## src/rtl/status_irq_watchdog_pkg.sv

```systemverilog
package status_irq_watchdog_pkg;
    localparam int ADDR_W      = 13;
    localparam int DATA_W      = 8;
    localparam int PIN_COUNT   = 7;
    localparam int SLOT_COUNT  = 8;
    localparam int GAP_SLOT    = 4;
    localparam int GROUP_COUNT = 5;
    localparam int SRC_COUNT   = GROUP_COUNT * DATA_W;
    localparam int WDOG_SRC    = 32;
    localparam logic [12:0] ADDR_UPDATE  = 13'h000F;
    localparam logic [12:0] ADDR_MODE_A  = 13'h0100;
    localparam logic [12:0] ADDR_MODE_B  = 13'h0101;
    localparam logic [12:0] ADDR_FUNC_LO = 13'h0103;
    localparam logic [12:0] ADDR_FUNC_HI = 13'h010A;
    localparam logic [12:0] ADDR_WD_LOW  = 13'h010D;
    localparam logic [12:0] ADDR_WD_HIGH = 13'h010E;
    localparam logic [12:0] ADDR_MASK_LO = 13'h010F;
    localparam logic [12:0] ADDR_MASK_HI = 13'h0113;
    localparam logic [12:0] ADDR_CLR_GRP = 13'h0A05;
    localparam logic [12:0] ADDR_CLR_LO  = 13'h0A06;
    localparam logic [12:0] ADDR_CLR_HI  = 13'h0A0A;
    localparam logic [12:0] ADDR_MON_LO  = 13'h0D08;
    localparam logic [12:0] ADDR_MON_HI  = 13'h0D0C;
    localparam int UPDATE_BIT     = 0;
    localparam int CLR_ALL_BIT    = 0;
    localparam int WD_RESTART_BIT = 7;
    localparam int FUNC_DIR_BIT   = 7;
    localparam logic [7:0]  REG_RESET = 8'h00;
    localparam logic [15:0] WD_OFF    = 16'h0000;
    localparam logic [6:0] FN_OUT_IRQ_ALL = 7'h00;
    localparam logic [6:0] FN_OUT_GROUP0  = 7'h01;
    localparam logic [6:0] FN_OUT_WDOG    = 7'h06;
    localparam logic [6:0] FN_IN_CLR_IRQ  = 7'h01;
    localparam logic [6:0] FN_IN_RESTART  = 7'h02;
    localparam logic [6:0] FN_IN_UPDATE   = 7'h03;
    localparam int IN_FN_COUNT = 3;
    localparam int CLK_NS      = 10;
    localparam int MS_NS       = 1000000;
    localparam int MS_CYCLES   = MS_NS / CLK_NS;
    localparam int PULSE_CYCLES = 96;

    typedef enum logic [1:0] {
        MODE_CMOS_HIGH = 2'h0,
        MODE_CMOS_LOW  = 2'h1,
        MODE_OD_HIGH   = 2'h2,
        MODE_OD_LOW    = 2'h3
    } pin_mode_t;

    typedef struct packed {
        logic              wr;
        logic              rd;
        logic [12:0]       addr;
        logic [7:0]        wdata;
    } reg_req_t;
endpackage

```

## src/rtl/status_irq_watchdog_pins.sv

```systemverilog
`timescale 1ns/100ps
`default_nettype none
module status_irq_watchdog_pins #(
    parameter int TICK_CYCLES = status_irq_watchdog_pkg::MS_CYCLES
) (
    input  wire logic                              clk_sys,
    input  wire logic                              resetn,
    input  wire status_irq_watchdog_pkg::reg_req_t reg_req,
    output var  logic [7:0]                        reg_rdata,
    output var  logic                              reg_rvalid,
    input  wire logic [39:0]                       irq_src,
    input  wire logic [6:0]                        multi_pin_in,
    output var  logic [6:0]                        multi_pin_out,
    output var  logic [6:0]                        multi_pin_oe_n,
    output var  logic                              update_pulse
);
    import status_irq_watchdog_pkg::*;

    localparam int PRE_W = $clog2(TICK_CYCLES);

    // ==========================================================
    // Reset release.
    logic rst_meta_n;
    logic rst_n;
    always_ff @(posedge clk_sys or negedge resetn)
    begin
        if (!resetn)
        begin
            rst_meta_n <= 1'b0;
            rst_n      <= 1'b0;
        end
        else
        begin
            rst_meta_n <= 1'b1;
            rst_n      <= rst_meta_n;
        end
    end

    // ==========================================================
    // Register decode.
    logic [7:0]  mode_a_reg, mode_b_reg, wd_low_reg, wd_high_reg;
    logic [7:0]  func_reg [SLOT_COUNT];
    logic [7:0]  mask_reg [GROUP_COUNT];
    logic [7:0]  act_mode_a_reg, act_mode_b_reg;
    logic [7:0]  act_func_reg [SLOT_COUNT];
    logic [15:0] act_period_reg;
    logic [SLOT_COUNT-1:0] pend_reg;
    logic [SRC_COUNT-1:0]  mon_reg, qual_q_reg;
    logic        wr_update, clr_all_wr, restart_wr, wr_func, wr_mask, wr_clr;
    logic [2:0]  func_slot, grp_idx, clr_idx, mon_idx;
    logic [IN_FN_COUNT:1] in_fn;
    logic        upd_q_reg;
    logic        update;

    always_comb
    begin
        wr_update  = reg_req.wr && reg_req.addr == ADDR_UPDATE
                     && reg_req.wdata[UPDATE_BIT];
        clr_all_wr = reg_req.wr && reg_req.addr == ADDR_CLR_GRP
                     && reg_req.wdata[CLR_ALL_BIT];
        restart_wr = reg_req.wr && reg_req.addr == ADDR_CLR_GRP
                     && reg_req.wdata[WD_RESTART_BIT];
        wr_func    = reg_req.wr && reg_req.addr >= ADDR_FUNC_LO
                     && reg_req.addr <= ADDR_FUNC_HI;
        wr_mask    = reg_req.wr && reg_req.addr >= ADDR_MASK_LO
                     && reg_req.addr <= ADDR_MASK_HI;
        wr_clr     = reg_req.wr && reg_req.addr >= ADDR_CLR_LO
                     && reg_req.addr <= ADDR_CLR_HI;
        func_slot  = 3'(reg_req.addr - ADDR_FUNC_LO);
        grp_idx    = 3'(reg_req.addr - ADDR_MASK_LO);
        clr_idx    = 3'(reg_req.addr - ADDR_CLR_LO);
        mon_idx    = 3'(reg_req.addr - ADDR_MON_LO);
        // Update bit self-clears: it is never stored.
        update     = wr_update || (in_fn[3] && !upd_q_reg);
    end

    // ==========================================================
    // Buffered settings, written by the host.
    always_ff @(posedge clk_sys or negedge rst_n)
    begin
        if (!rst_n)
        begin
            mode_a_reg  <= REG_RESET;
            mode_b_reg  <= REG_RESET;
            wd_low_reg  <= REG_RESET;
            wd_high_reg <= REG_RESET;
            for (int s = 0; s < SLOT_COUNT; s++)
                func_reg[s] <= REG_RESET;
            for (int g = 0; g < GROUP_COUNT; g++)
                mask_reg[g] <= REG_RESET;
        end
        else
        begin
            if (reg_req.wr && reg_req.addr == ADDR_MODE_A)
                mode_a_reg <= reg_req.wdata;
            if (reg_req.wr && reg_req.addr == ADDR_MODE_B)
                mode_b_reg <= reg_req.wdata;
            if (reg_req.wr && reg_req.addr == ADDR_WD_LOW)
                wd_low_reg <= reg_req.wdata;
            if (reg_req.wr && reg_req.addr == ADDR_WD_HIGH)
                wd_high_reg <= reg_req.wdata;
            if (wr_func)
                func_reg[func_slot] <= reg_req.wdata;
            // Masks act at once; clearing one never touches the monitor.
            if (wr_mask)
                mask_reg[grp_idx] <= reg_req.wdata;
        end
    end

    // ==========================================================
    // Active copies and pin hold-off on reconfiguration.
    always_ff @(posedge clk_sys or negedge rst_n)
    begin
        if (!rst_n)
        begin
            act_mode_a_reg <= REG_RESET;
            act_mode_b_reg <= REG_RESET;
            act_period_reg <= WD_OFF;
            for (int s = 0; s < SLOT_COUNT; s++)
                act_func_reg[s] <= REG_RESET;
        end
        else if (update)
        begin
            act_mode_a_reg <= mode_a_reg;
            act_mode_b_reg <= mode_b_reg;
            act_period_reg <= {wd_high_reg, wd_low_reg};
            for (int s = 0; s < SLOT_COUNT; s++)
                act_func_reg[s] <= func_reg[s];
        end
    end

    // A new write wins over an update in the same cycle, so a pin never
    // runs a half-applied setting.
    always_ff @(posedge clk_sys or negedge rst_n)
    begin
        if (!rst_n)
            pend_reg <= '0;
        else
            for (int s = 0; s < SLOT_COUNT; s++)
                if ((wr_func && func_slot == 3'(s))
                    || (reg_req.wr && reg_req.addr == ADDR_MODE_A && s < 4)
                    || (reg_req.wr && reg_req.addr == ADDR_MODE_B && s >= 4))
                    pend_reg[s] <= 1'b1;
                else if (update)
                    pend_reg[s] <= 1'b0;
    end

    // ==========================================================
    // Pin input filtering: three stages, a change counts when the
    // second and third agree.
    logic [6:0] pin_s1_reg, pin_s2_reg, pin_s3_reg, pin_lvl_reg;
    always_ff @(posedge clk_sys or negedge rst_n)
    begin
        if (!rst_n)
        begin
            pin_s1_reg  <= '0;
            pin_s2_reg  <= '0;
            pin_s3_reg  <= '0;
            pin_lvl_reg <= '0;
            upd_q_reg   <= 1'b0;
        end
        else
        begin
            pin_s1_reg <= multi_pin_in;
            pin_s2_reg <= pin_s1_reg;
            pin_s3_reg <= pin_s2_reg;
            for (int i = 0; i < PIN_COUNT; i++)
                if (pin_s2_reg[i] == pin_s3_reg[i])
                    pin_lvl_reg[i] <= pin_s3_reg[i];
            upd_q_reg <= in_fn[3];
        end
    end

    // ==========================================================
    // Pin functions. Pin numbering skips the absent fifth slot.
    logic [SRC_COUNT-1:0] mon_grp_or;
    logic [GROUP_COUNT-1:0] grp_any;
    logic       wd_stretch;
    logic [6:0] out_next, oe_n_next, pin_assert;
    logic [IN_FN_COUNT:1] and_all, or_any, or_used, used;
    always_comb
    begin
        int s;
        logic [1:0] md;
        logic [7:0] fn;
        logic       lvl;
        s = 0;
        md = '0;
        fn = '0;
        lvl = 1'b0;
        mon_grp_or = mon_reg;
        for (int g = 0; g < GROUP_COUNT; g++)
            grp_any[g] = |mon_reg[g*DATA_W +: DATA_W];
        and_all = '1;
        or_any  = '0;
        or_used = '0;
        used    = '0;
        for (int i = 0; i < PIN_COUNT; i++)
        begin
            s   = (i < GAP_SLOT) ? i : i + 1;
            fn  = act_func_reg[s];
            md  = (s < 4) ? act_mode_a_reg[2*s +: 2]
                          : act_mode_b_reg[2*(s-4) +: 2];
            pin_assert[i] = 1'b0;
            if (fn[FUNC_DIR_BIT])
            begin
                if (fn[6:0] == FN_OUT_IRQ_ALL)
                    pin_assert[i] = |mon_grp_or;
                else if (fn[6:0] == FN_OUT_WDOG)
                    pin_assert[i] = wd_stretch;
                else
                    for (int g = 0; g < GROUP_COUNT; g++)
                        if (fn[6:0] == 7'(FN_OUT_GROUP0 + g))
                            pin_assert[i] = grp_any[g];
            end
            out_next[i]  = 1'b0;
            oe_n_next[i] = 1'b1;
            if (fn[FUNC_DIR_BIT] && !pend_reg[s])
                unique case (pin_mode_t'(md))
                    MODE_CMOS_HIGH:
                    begin
                        out_next[i]  = pin_assert[i];
                        oe_n_next[i] = 1'b0;
                    end
                    MODE_CMOS_LOW:
                    begin
                        out_next[i]  = !pin_assert[i];
                        oe_n_next[i] = 1'b0;
                    end
                    MODE_OD_HIGH:
                    begin
                        out_next[i]  = 1'b1;
                        oe_n_next[i] = !pin_assert[i];
                    end
                    MODE_OD_LOW:
                    begin
                        out_next[i]  = 1'b0;
                        oe_n_next[i] = !pin_assert[i];
                    end
                endcase
            lvl = md[0] ? !pin_lvl_reg[i] : pin_lvl_reg[i];
            for (int k = 1; k <= IN_FN_COUNT; k++)
                if (!fn[FUNC_DIR_BIT] && !pend_reg[s] && fn[6:0] == 7'(k))
                begin
                    used[k] = 1'b1;
                    if (md[1])
                    begin
                        or_any[k]  = or_any[k] | lvl;
                        or_used[k] = 1'b1;
                    end
                    else
                        and_all[k] = and_all[k] & lvl;
                end
        end
        in_fn = used & and_all & (or_any | ~or_used);
    end

    always_ff @(posedge clk_sys or negedge rst_n)
    begin
        if (!rst_n)
        begin
            multi_pin_out  <= '0;
            multi_pin_oe_n <= '1;
            update_pulse   <= 1'b0;
        end
        else
        begin
            multi_pin_out  <= out_next;
            multi_pin_oe_n <= oe_n_next;
            update_pulse   <= update;
        end
    end

    // ==========================================================
    // Interrupt monitor. Masked sources are edge detected, so a mask
    // enabled over a standing condition still produces an edge.
    logic [SRC_COUNT-1:0] src_vec, mask_vec, qual, rise, clr_vec;
    logic wd_timeout, clr_all;
    always_comb
    begin
        src_vec = irq_src;
        src_vec[WDOG_SRC] = irq_src[WDOG_SRC] | wd_timeout;
        clr_vec = '0;
        for (int g = 0; g < GROUP_COUNT; g++)
        begin
            mask_vec[g*DATA_W +: DATA_W] = mask_reg[g];
            if (wr_clr && clr_idx == 3'(g))
                clr_vec[g*DATA_W +: DATA_W] = reg_req.wdata;
        end
        qual    = src_vec & mask_vec;
        rise    = qual & ~qual_q_reg;
        clr_all = clr_all_wr || in_fn[1];
    end

    always_ff @(posedge clk_sys or negedge rst_n)
    begin
        if (!rst_n)
        begin
            mon_reg    <= '0;
            qual_q_reg <= '0;
        end
        else
        begin
            qual_q_reg <= qual;
            // A new edge wins over any clear in the same cycle.
            mon_reg <= rise | (mon_reg & ~clr_vec & ~{SRC_COUNT{clr_all}});
        end
    end

    // ==========================================================
    // Readback of buffered settings and live monitor bits.
    always_ff @(posedge clk_sys or negedge rst_n)
    begin
        if (!rst_n)
        begin
            reg_rdata  <= '0;
            reg_rvalid <= 1'b0;
        end
        else
        begin
            reg_rvalid <= reg_req.rd;
            reg_rdata  <= '0;
            if (reg_req.rd)
            begin
                if (reg_req.addr == ADDR_MODE_A)
                    reg_rdata <= mode_a_reg;
                else if (reg_req.addr == ADDR_MODE_B)
                    reg_rdata <= mode_b_reg;
                else if (reg_req.addr == ADDR_WD_LOW)
                    reg_rdata <= wd_low_reg;
                else if (reg_req.addr == ADDR_WD_HIGH)
                    reg_rdata <= wd_high_reg;
                else if (reg_req.addr >= ADDR_FUNC_LO
                         && reg_req.addr <= ADDR_FUNC_HI)
                    reg_rdata <= func_reg[func_slot];
                else if (reg_req.addr >= ADDR_MASK_LO
                         && reg_req.addr <= ADDR_MASK_HI)
                    reg_rdata <= mask_reg[grp_idx];
                else if (reg_req.addr >= ADDR_MON_LO
                         && reg_req.addr <= ADDR_MON_HI)
                    reg_rdata <= mon_reg[mon_idx*DATA_W +: DATA_W];
            end
        end
    end

    // ==========================================================
    // Watchdog. Restart and period change both zero the count.
    logic [PRE_W-1:0] pre_reg;
    logic [15:0]      ms_reg;
    logic [6:0]       stretch_reg;
    logic             restart, tick;
    always_comb
    begin
        restart    = restart_wr || in_fn[2] || update;
        tick       = pre_reg == PRE_W'(TICK_CYCLES - 1);
        wd_timeout = act_period_reg != WD_OFF && !restart && tick
                     && ms_reg == act_period_reg - 16'h0001;
        wd_stretch = stretch_reg != '0;
    end

    always_ff @(posedge clk_sys or negedge rst_n)
    begin
        if (!rst_n)
        begin
            pre_reg <= '0;
            ms_reg  <= '0;
        end
        else if (restart || act_period_reg == WD_OFF)
        begin
            pre_reg <= '0;
            ms_reg  <= '0;
        end
        else if (tick)
        begin
            pre_reg <= '0;
            ms_reg  <= wd_timeout ? '0 : ms_reg + 16'h0001;
        end
        else
            pre_reg <= pre_reg + PRE_W'(1);
    end

    always_ff @(posedge clk_sys or negedge rst_n)
    begin
        if (!rst_n)
            stretch_reg <= '0;
        else if (wd_timeout)
            stretch_reg <= 7'(PULSE_CYCLES);
        else if (stretch_reg != '0)
            stretch_reg <= stretch_reg - 7'h01;
    end
endmodule
`default_nettype wire

```

## config.mk

```make
export PLATFORM = sky130hd
export DESIGN_NAME = status_irq_watchdog_pins
export DESIGN_NICKNAME = d
export VERILOG_FILES = /design/src/rtl/status_irq_watchdog_pkg.sv /design/src/rtl/status_irq_watchdog_pins.sv
export SDC_FILE = /design/constraint.sdc
export NUM_CORES = 1
export LEC_CHECK = 0
export ABC_AREA = 1
export BUFFER_PORTS_ARGS = -buffer_cell sky130_fd_sc_hd__buf_4
export CAP_MARGIN = 20
export CORE_ASPECT_RATIO = 0.75
export CORE_MARGIN = 2
export CORE_UTILIZATION = 45
export CTS_BUF_LIST = sky130_fd_sc_hd__clkbuf_16
export DETAILED_ROUTE_END_ITERATION = 12
export SYNTH_ARGS = -nofsm -noshare
export SYNTH_HDL_FRONTEND = slang
export SYNTH_SLANG_ARGS = --single-unit
```

## constraint.sdc

```tcl
create_clock -name clk_sys -period 25.5 [get_ports clk_sys]
set_clock_uncertainty 0.1 [all_clocks]
set_input_delay 1.275 -clock clk_sys [delete_from_list [all_inputs] [get_ports clk_sys]]
set_output_delay 1.275 -clock clk_sys [all_outputs]
set_load 0.03 [all_outputs]
```

==> flow_summary.ini, run 1 <==
[cts]
ctsResizeCount = 0
clockBufferDepth = 3
clock_latency_ps = 590
clock_sinks = 404
hold_buffers = 0
cts_made_buffers = 42
path_clk_slew_ps = 60
post-cts-setup-buffers = 0
cts_tree = done
htreeDepth = 2
cts-root-buf = clkbuf_16

[logic_synthesis]
avgSynthCellArea_um2 = 8.27
synth_ff_type = dfrtp_1
ys_async_sr_fraction_pct = 100
synth_cells = 2463
yosysWarnings = 0
netlist_area_mm2 = 0.0204
ys_types = 64
ys_seq_elements = 404
yosysSeqAreaShare_pct = 49.7
syn_nets = 2548
synth_edf_count = 0

[power]
leakage_nw = 11.2
pwr-share-comb_pct = 5.9
swShare_pct = 24.7
pwr-share-clk_pct = 46.3
p_sw_mw = 0.345
p_per_area_mw_per_mm2 = 61.2
p_int_mw = 1.05
peakVddDrop_mv = 0.0444
pwr-share-seq_pct = 47.8

[sta]
worst_slew_pin_slew_ps = 1170
clock.fmax_mhz = 224
rsz0062_at_grt = false
finalCriticalPeriod_ps = 4470
worst_hold_slack_ps = 250
maxSlewViolCount = 0
setup_viol = 0
hold_violations = 0
relSlewSlack_pct = 21.2
fin_tns_setup_ps = 0
timing.final.crit_share_pct = 17.5

[grt]
grt_pass1_wl_um = 101000
grtUsageTotal_pct = 28.3
grt_pass1_vias = 16600
antenna_found_initial = 0
grt_start_max_net_pins = 180
grt_overflow = 0

[die]
die_area_mm2 = 0.0470
num_rows = 67
core_area_mm2 = 0.0447
fp.dieH_um = 188
ios = 96
start_util_pct = 45.6
die_w_um = 250

[detailed_routing]
drt_iter0_markers = 2120
wl_per_cell_um = 20.9
first_pass_iters = 6
ant_nets = 0
viasPerCell = 5.54
drc = 0
wl_um = 65800
num_vias = 17400

[setup_path]
reg2reg_to = act_func_reg[43]
cp-end-kind = flop
worst-path-buf-inv = 2
r2r_start = pend_reg[3]
rrSetupSlack_ps = 21430
cp-start-kind = input pin
rr_worst_depth = 9
worstPathRequired_ps = 25840
cp.arrival_ps = 4820
path_max_fanout = 87
crit_family = simple AND/OR/NAND/NOR gates
critPathMaxStageDelay_ps = 820
worstPathCellList = buf_4 > ha_1 > nand4_1 > or4_1 > nand2_8 > buf_4 > mux2_1
crit_type = in -> reg
worst_path_most_repeated_cell = buf_4
cpMaxStageDelayCell = buf_4

[finish]
syn_to_final_growth_pct = 12.4
final_nets = 2614
final_common_cell = nand2_1
mostFrequentLayoutCells = nand2_1 (611), dfrtp_1 (396), inv_1 (248)
largest_reg_flops = 64
drive_gt1_share_pct = 14.0

[placement]
gp_congestion = 0.953
portBuffers = 95
hpwl_um = 48100

[min_path]
hp-start = pin_s1_reg[3]
min_path_cells = 0
holdPathEnd = pin_s2_reg[3]
min_path_type = reg -> reg

[outcome]
outcome = finished, final reports clean

[job]
max-cap-violations = 0
cells by family after synthesis:
| logic type | count (synthesis) | synth area share [%] |
|---|---|---|
| compound gates | 385 | 11.2 |
| xor+xnor | 47 | 2.09 |
| fa+ha+maj | 20 | 1.14 |
| buf+inv | 338 | 7.01 |
| flops | 404 | 49.7 |
| mux | 18 | 0.995 |
| other cells | 1 | 0.0184 |
| simple gates | 1250 | 27.8 |
layer usage:
layer | part of all wire [%] | up-vias | global-route usage (%)
met2 | 40 | 748 | 38.7
met3 | 11 | 80 | 8.41
met5 | 0 | - | 0
met1 | 46 | 8442 | 43.1
met4 | 2.2 | 0 | 7.39
li1 | - | 8169 | -
layout make-up:
type	instances	area, um2
fillers	4236	21800
inverters	256	963
flip-flops and latches	404	10100
repair buffers	104	813
clock inverters	33	344
well taps	586	733
diodes	1	2.50
clock buffers	43	1080
multi-input cells	1721	8820
through the flow:
step                util [%]  cell area (um2)  worst slack, ps  cells  power, mW
finish                  51.2            22900            21030   3148       1.40
global route            51.2            22900            20800   3147       1.44
CTS                     51.2            22900            21110   3146       1.41
detailed placement      48.0            21400            20500   3070      0.761
global placement        48.0            21400            20580   3070      0.760
floorplan                  -            20400            13320   2463      0.718
worst max-delay path by stage:
stage | from | to | slack, ps | cells past startpoint
2_1_floorplan | rst_n | act_func_reg[0] | 13320 | 0
3_3_place_gp | reg_req[8] | act_func_reg[43] | 20580 | 7
3_5_place_dp | reg_req[8] | act_func_reg[3] | 20500 | 7
4_1_cts | reg_req[8] | act_func_reg[3] | 21110 | 7
5_1_grt | reg_req[8] | act_func_reg[50] | 20800 | 7
6_report | reg_req[8] | act_func_reg[43] | 21030 | 7
cells in the mapped netlist (7+ instances only):
master / number / area [um2]
xor2_1: 29 / 254
xnor2_1: 17 / 149
o211ai_1: 11 / 82.6
nand4_1: 40 / 250
dfrtp_1: 397 / 9930
maj3_1: 7 / 70.1
mux2_1: 18 / 203
nor4_1: 12 / 75.1
nand3_1: 174 / 871
or2_2: 48 / 300
nand2_1: 612 / 2300
buf_2: 14 / 70.1
ha_1: 13 / 163
clkbuf_1: 53 / 199
nand3b_1: 42 / 315
nor2_1: 220 / 826
o22ai_1: 37 / 231
o21ai_0: 213 / 1070
nand2_2: 42 / 263
o21ai_2: 50 / 438
nor2_2: 11 / 68.8
inv_2: 11 / 41.3
dfstp_2: 7 / 184
nor3_1: 25 / 125
a21oi_1: 38 / 190
inv_1: 242 / 908
power by group through the flow:
stage                     Sequential, mW  Clock (mW)  Combinational, mW
after global placement             0.680           0             0.0804
after floorplan                    0.680           0             0.0376
after global routing               0.669       0.684             0.0909
after detailed placement           0.680           0             0.0812
final                              0.669       0.648             0.0830
after CTS                          0.668       0.661             0.0817
Power figures use the tool's default switching activity.
==> run 2: changes to the inputs <==
- clock period: 25.5 -> 4.1 ns (I/O delays scaled with it)
==> run 2 against run 1 <==
Final area up 3.2%. Utilization increased by 1.6 points. Combinational power rose to 7.1 times the previous value. Count of clock-buffer cells in the layout down 2. Register-to-register slack worse by 21000 ps. Largest power group unchanged. Setup slack lost 20000 ps. Critical endpoint is now pre_reg[3]. Critical path depth rose by 6. Wire length increased by 2.9%. Power grew to 6.3 times the previous value. Global-route usage rose by 1.1 points. Non-clock buffer count rose by 75. Cell count is 2.2% higher.
==> flow_summary.ini, run 2 (synthesis gave the netlist of run 1 again) <==
[power]
p_per_area_mw_per_mm2 = 374
swShare_pct = 24.6
p_int_mw = 6.66
pwr-share-comb_pct = 6.7
leakage_nw = 11.5
p_sw_mw = 2.18
peakVddDrop_mv = 0.304
pwr-share-seq_pct = 47.1
pwr-share-clk_pct = 46.2

[sta]
maxSlewViolCount = 0
timing.final.crit_share_pct = 77.4
setup_viol = 0
finalCriticalPeriod_ps = 3170
relSlewSlack_pct = 30.1
worst_slew_pin_slew_ps = 1050
hold_violations = 0
fin_tns_setup_ps = 0
clock.fmax_mhz = 315
rsz0062_at_grt = false
fin_ws_ps = 925

[finish]
drive_gt1_share_pct = 14.3
fillers = 4176
multi_input_area_mm2 = 0.00882
diodes = 0
final_nets = 2688
instances_no_fill = 3218
largest_reg_flops = 64
final_common_cell = nand2_1
mostFrequentLayoutCells = nand2_1 (611), dfrtp_1 (396), inv_1 (246)
ff_latch_area_mm2 = 0.0101
syn_to_final_growth_pct = 15.9

[detailed_routing]
viasPerCell = 5.50
drt_iter0_markers = 1787
first_pass_iters = 5
wl_um = 67700
num_vias = 17700
drc = 0
ant_nets = 0
wl_per_cell_um = 21.0

[cts]
clockBufferDepth = 3
cts_made_buffers = 41
clock_latency_ps = 580
htreeDepth = 2
ctsResizeCount = 0
post-cts-setup-buffers = 0
cts_tree = done
clock_sinks = 404
path_clk_slew_ps = 60
hold_buffers = 58
cts-root-buf = clkbuf_16

[grt]
grt_overflow = 0
grt_pass1_wl_um = 104000
grt_pass1_vias = 16900
antenna_found_initial = 0
grt_start_max_net_pins = 86
grtUsageTotal_pct = 29.3

[setup_path]
crit_type = reg -> reg
worstPathRequired_ps = 4430
path_max_fanout = 20
rrSetupSlack_ps = 930
cp-end-kind = flop
cp.arrival_ps = 3510
cp-start-kind = flop
setup.worst_path.start = act_period_reg[0]
r2r_start = act_period_reg[0]

[placement]
portBuffers = 95
gp_congestion = 0.956
hpwl_um = 50700
placed_cells = 3088
pre_cts_ws_ps = 568

[outcome]
outcome = finished, final reports clean

[die]
die_w_um = 250
ios = 96
die_area_mm2 = 0.0470
start_util_pct = 45.6
num_rows = 67
core_area_mm2 = 0.0447
fp.dieH_um = 188

[min_path]
min_path_type = in -> reg
hp-start = reg_req[22]

[job]
max-cap-violations = 0
[run 2: cell count changes in the layout (fill, tap and decap cells not counted), sizes merged]
cell,delta
buf,+17
bufinv,+2
clkbuf,-2
clkinv,-5
clkinvlp,+1
diode,-1
dlygate4sd3,+58
[run 2: critical path: stages, from the launching register on]
cell	delay, ps
dfrtp_1	370
inv_1	140
ha_1	230
nand4_1	170
nor2_1	340
nand3_1	220
o21ai_0	490
inv_1	110
nand2_2	140
nor2_8	60
inv_4	140
nor2_8	50
inv_2	370
nor2_1	100
[run 2: final cells by class]
class                           instances  share of cell area [%]
Sequential cell                       404                    42.9
Multi-Input combinational cell       1721                    37.4
Timing Repair Buffer                  179                    6.52
Clock buffer                           41                    4.35
Inverter                              256                    4.08
Tap cell                              586                    3.11
Clock inverter                         31                    1.69
[run 2: final timing paths]
path	endpoint	cells past startpoint
max in group asynchronous	mon_grp_or[7]	1
worst min-delay path	pend_reg[0]	5
min in group asynchronous	mask_reg[21]	0
worst min register to register	pin_s2_reg[1]	0
worst max register to register	pre_reg[3]	13
worst max-delay path	pre_reg[3]	13
[run 2: layer usage]
metal,share of wire (%),track usage (%)
met4,2.1,7.11
met5,0,0
met3,9.4,6.78
met2,40,40.6
met1,48,45.9
[run 2: metrics by stage]
| stage | hold slack (ps) | cell area (um2) | utilization (%) | power [mW] |
|---|---|---|---|---|
| 6_report | 129 | 23600 | 52.8 | 8.83 |
| 4_1_cts | 105 | 23600 | 52.8 | 8.90 |
| 2_1_floorplan | -191 | 20400 | - | 4.46 |
| 3_5_place_dp | -111 | 21600 | 48.3 | 4.76 |
| 5_1_grt | 141 | 23600 | 52.8 | 9.13 |
| 3_3_place_gp | -111 | 21600 | 48.3 | 4.76 |
[run 2: power groups by stage]
| stage | clock, mW | combinational (mW) | sequential, mW |
|---|---|---|---|
| 4_1_cts | 4.16 | 0.579 | 4.16 |
| 3_5_place_dp | 0 | 0.533 | 4.23 |
| 6_report | 4.08 | 0.588 | 4.16 |
| 5_1_grt | 4.32 | 0.642 | 4.16 |
| 2_1_floorplan | 0 | 0.234 | 4.23 |
| 3_3_place_gp | 0 | 0.528 | 4.23 |
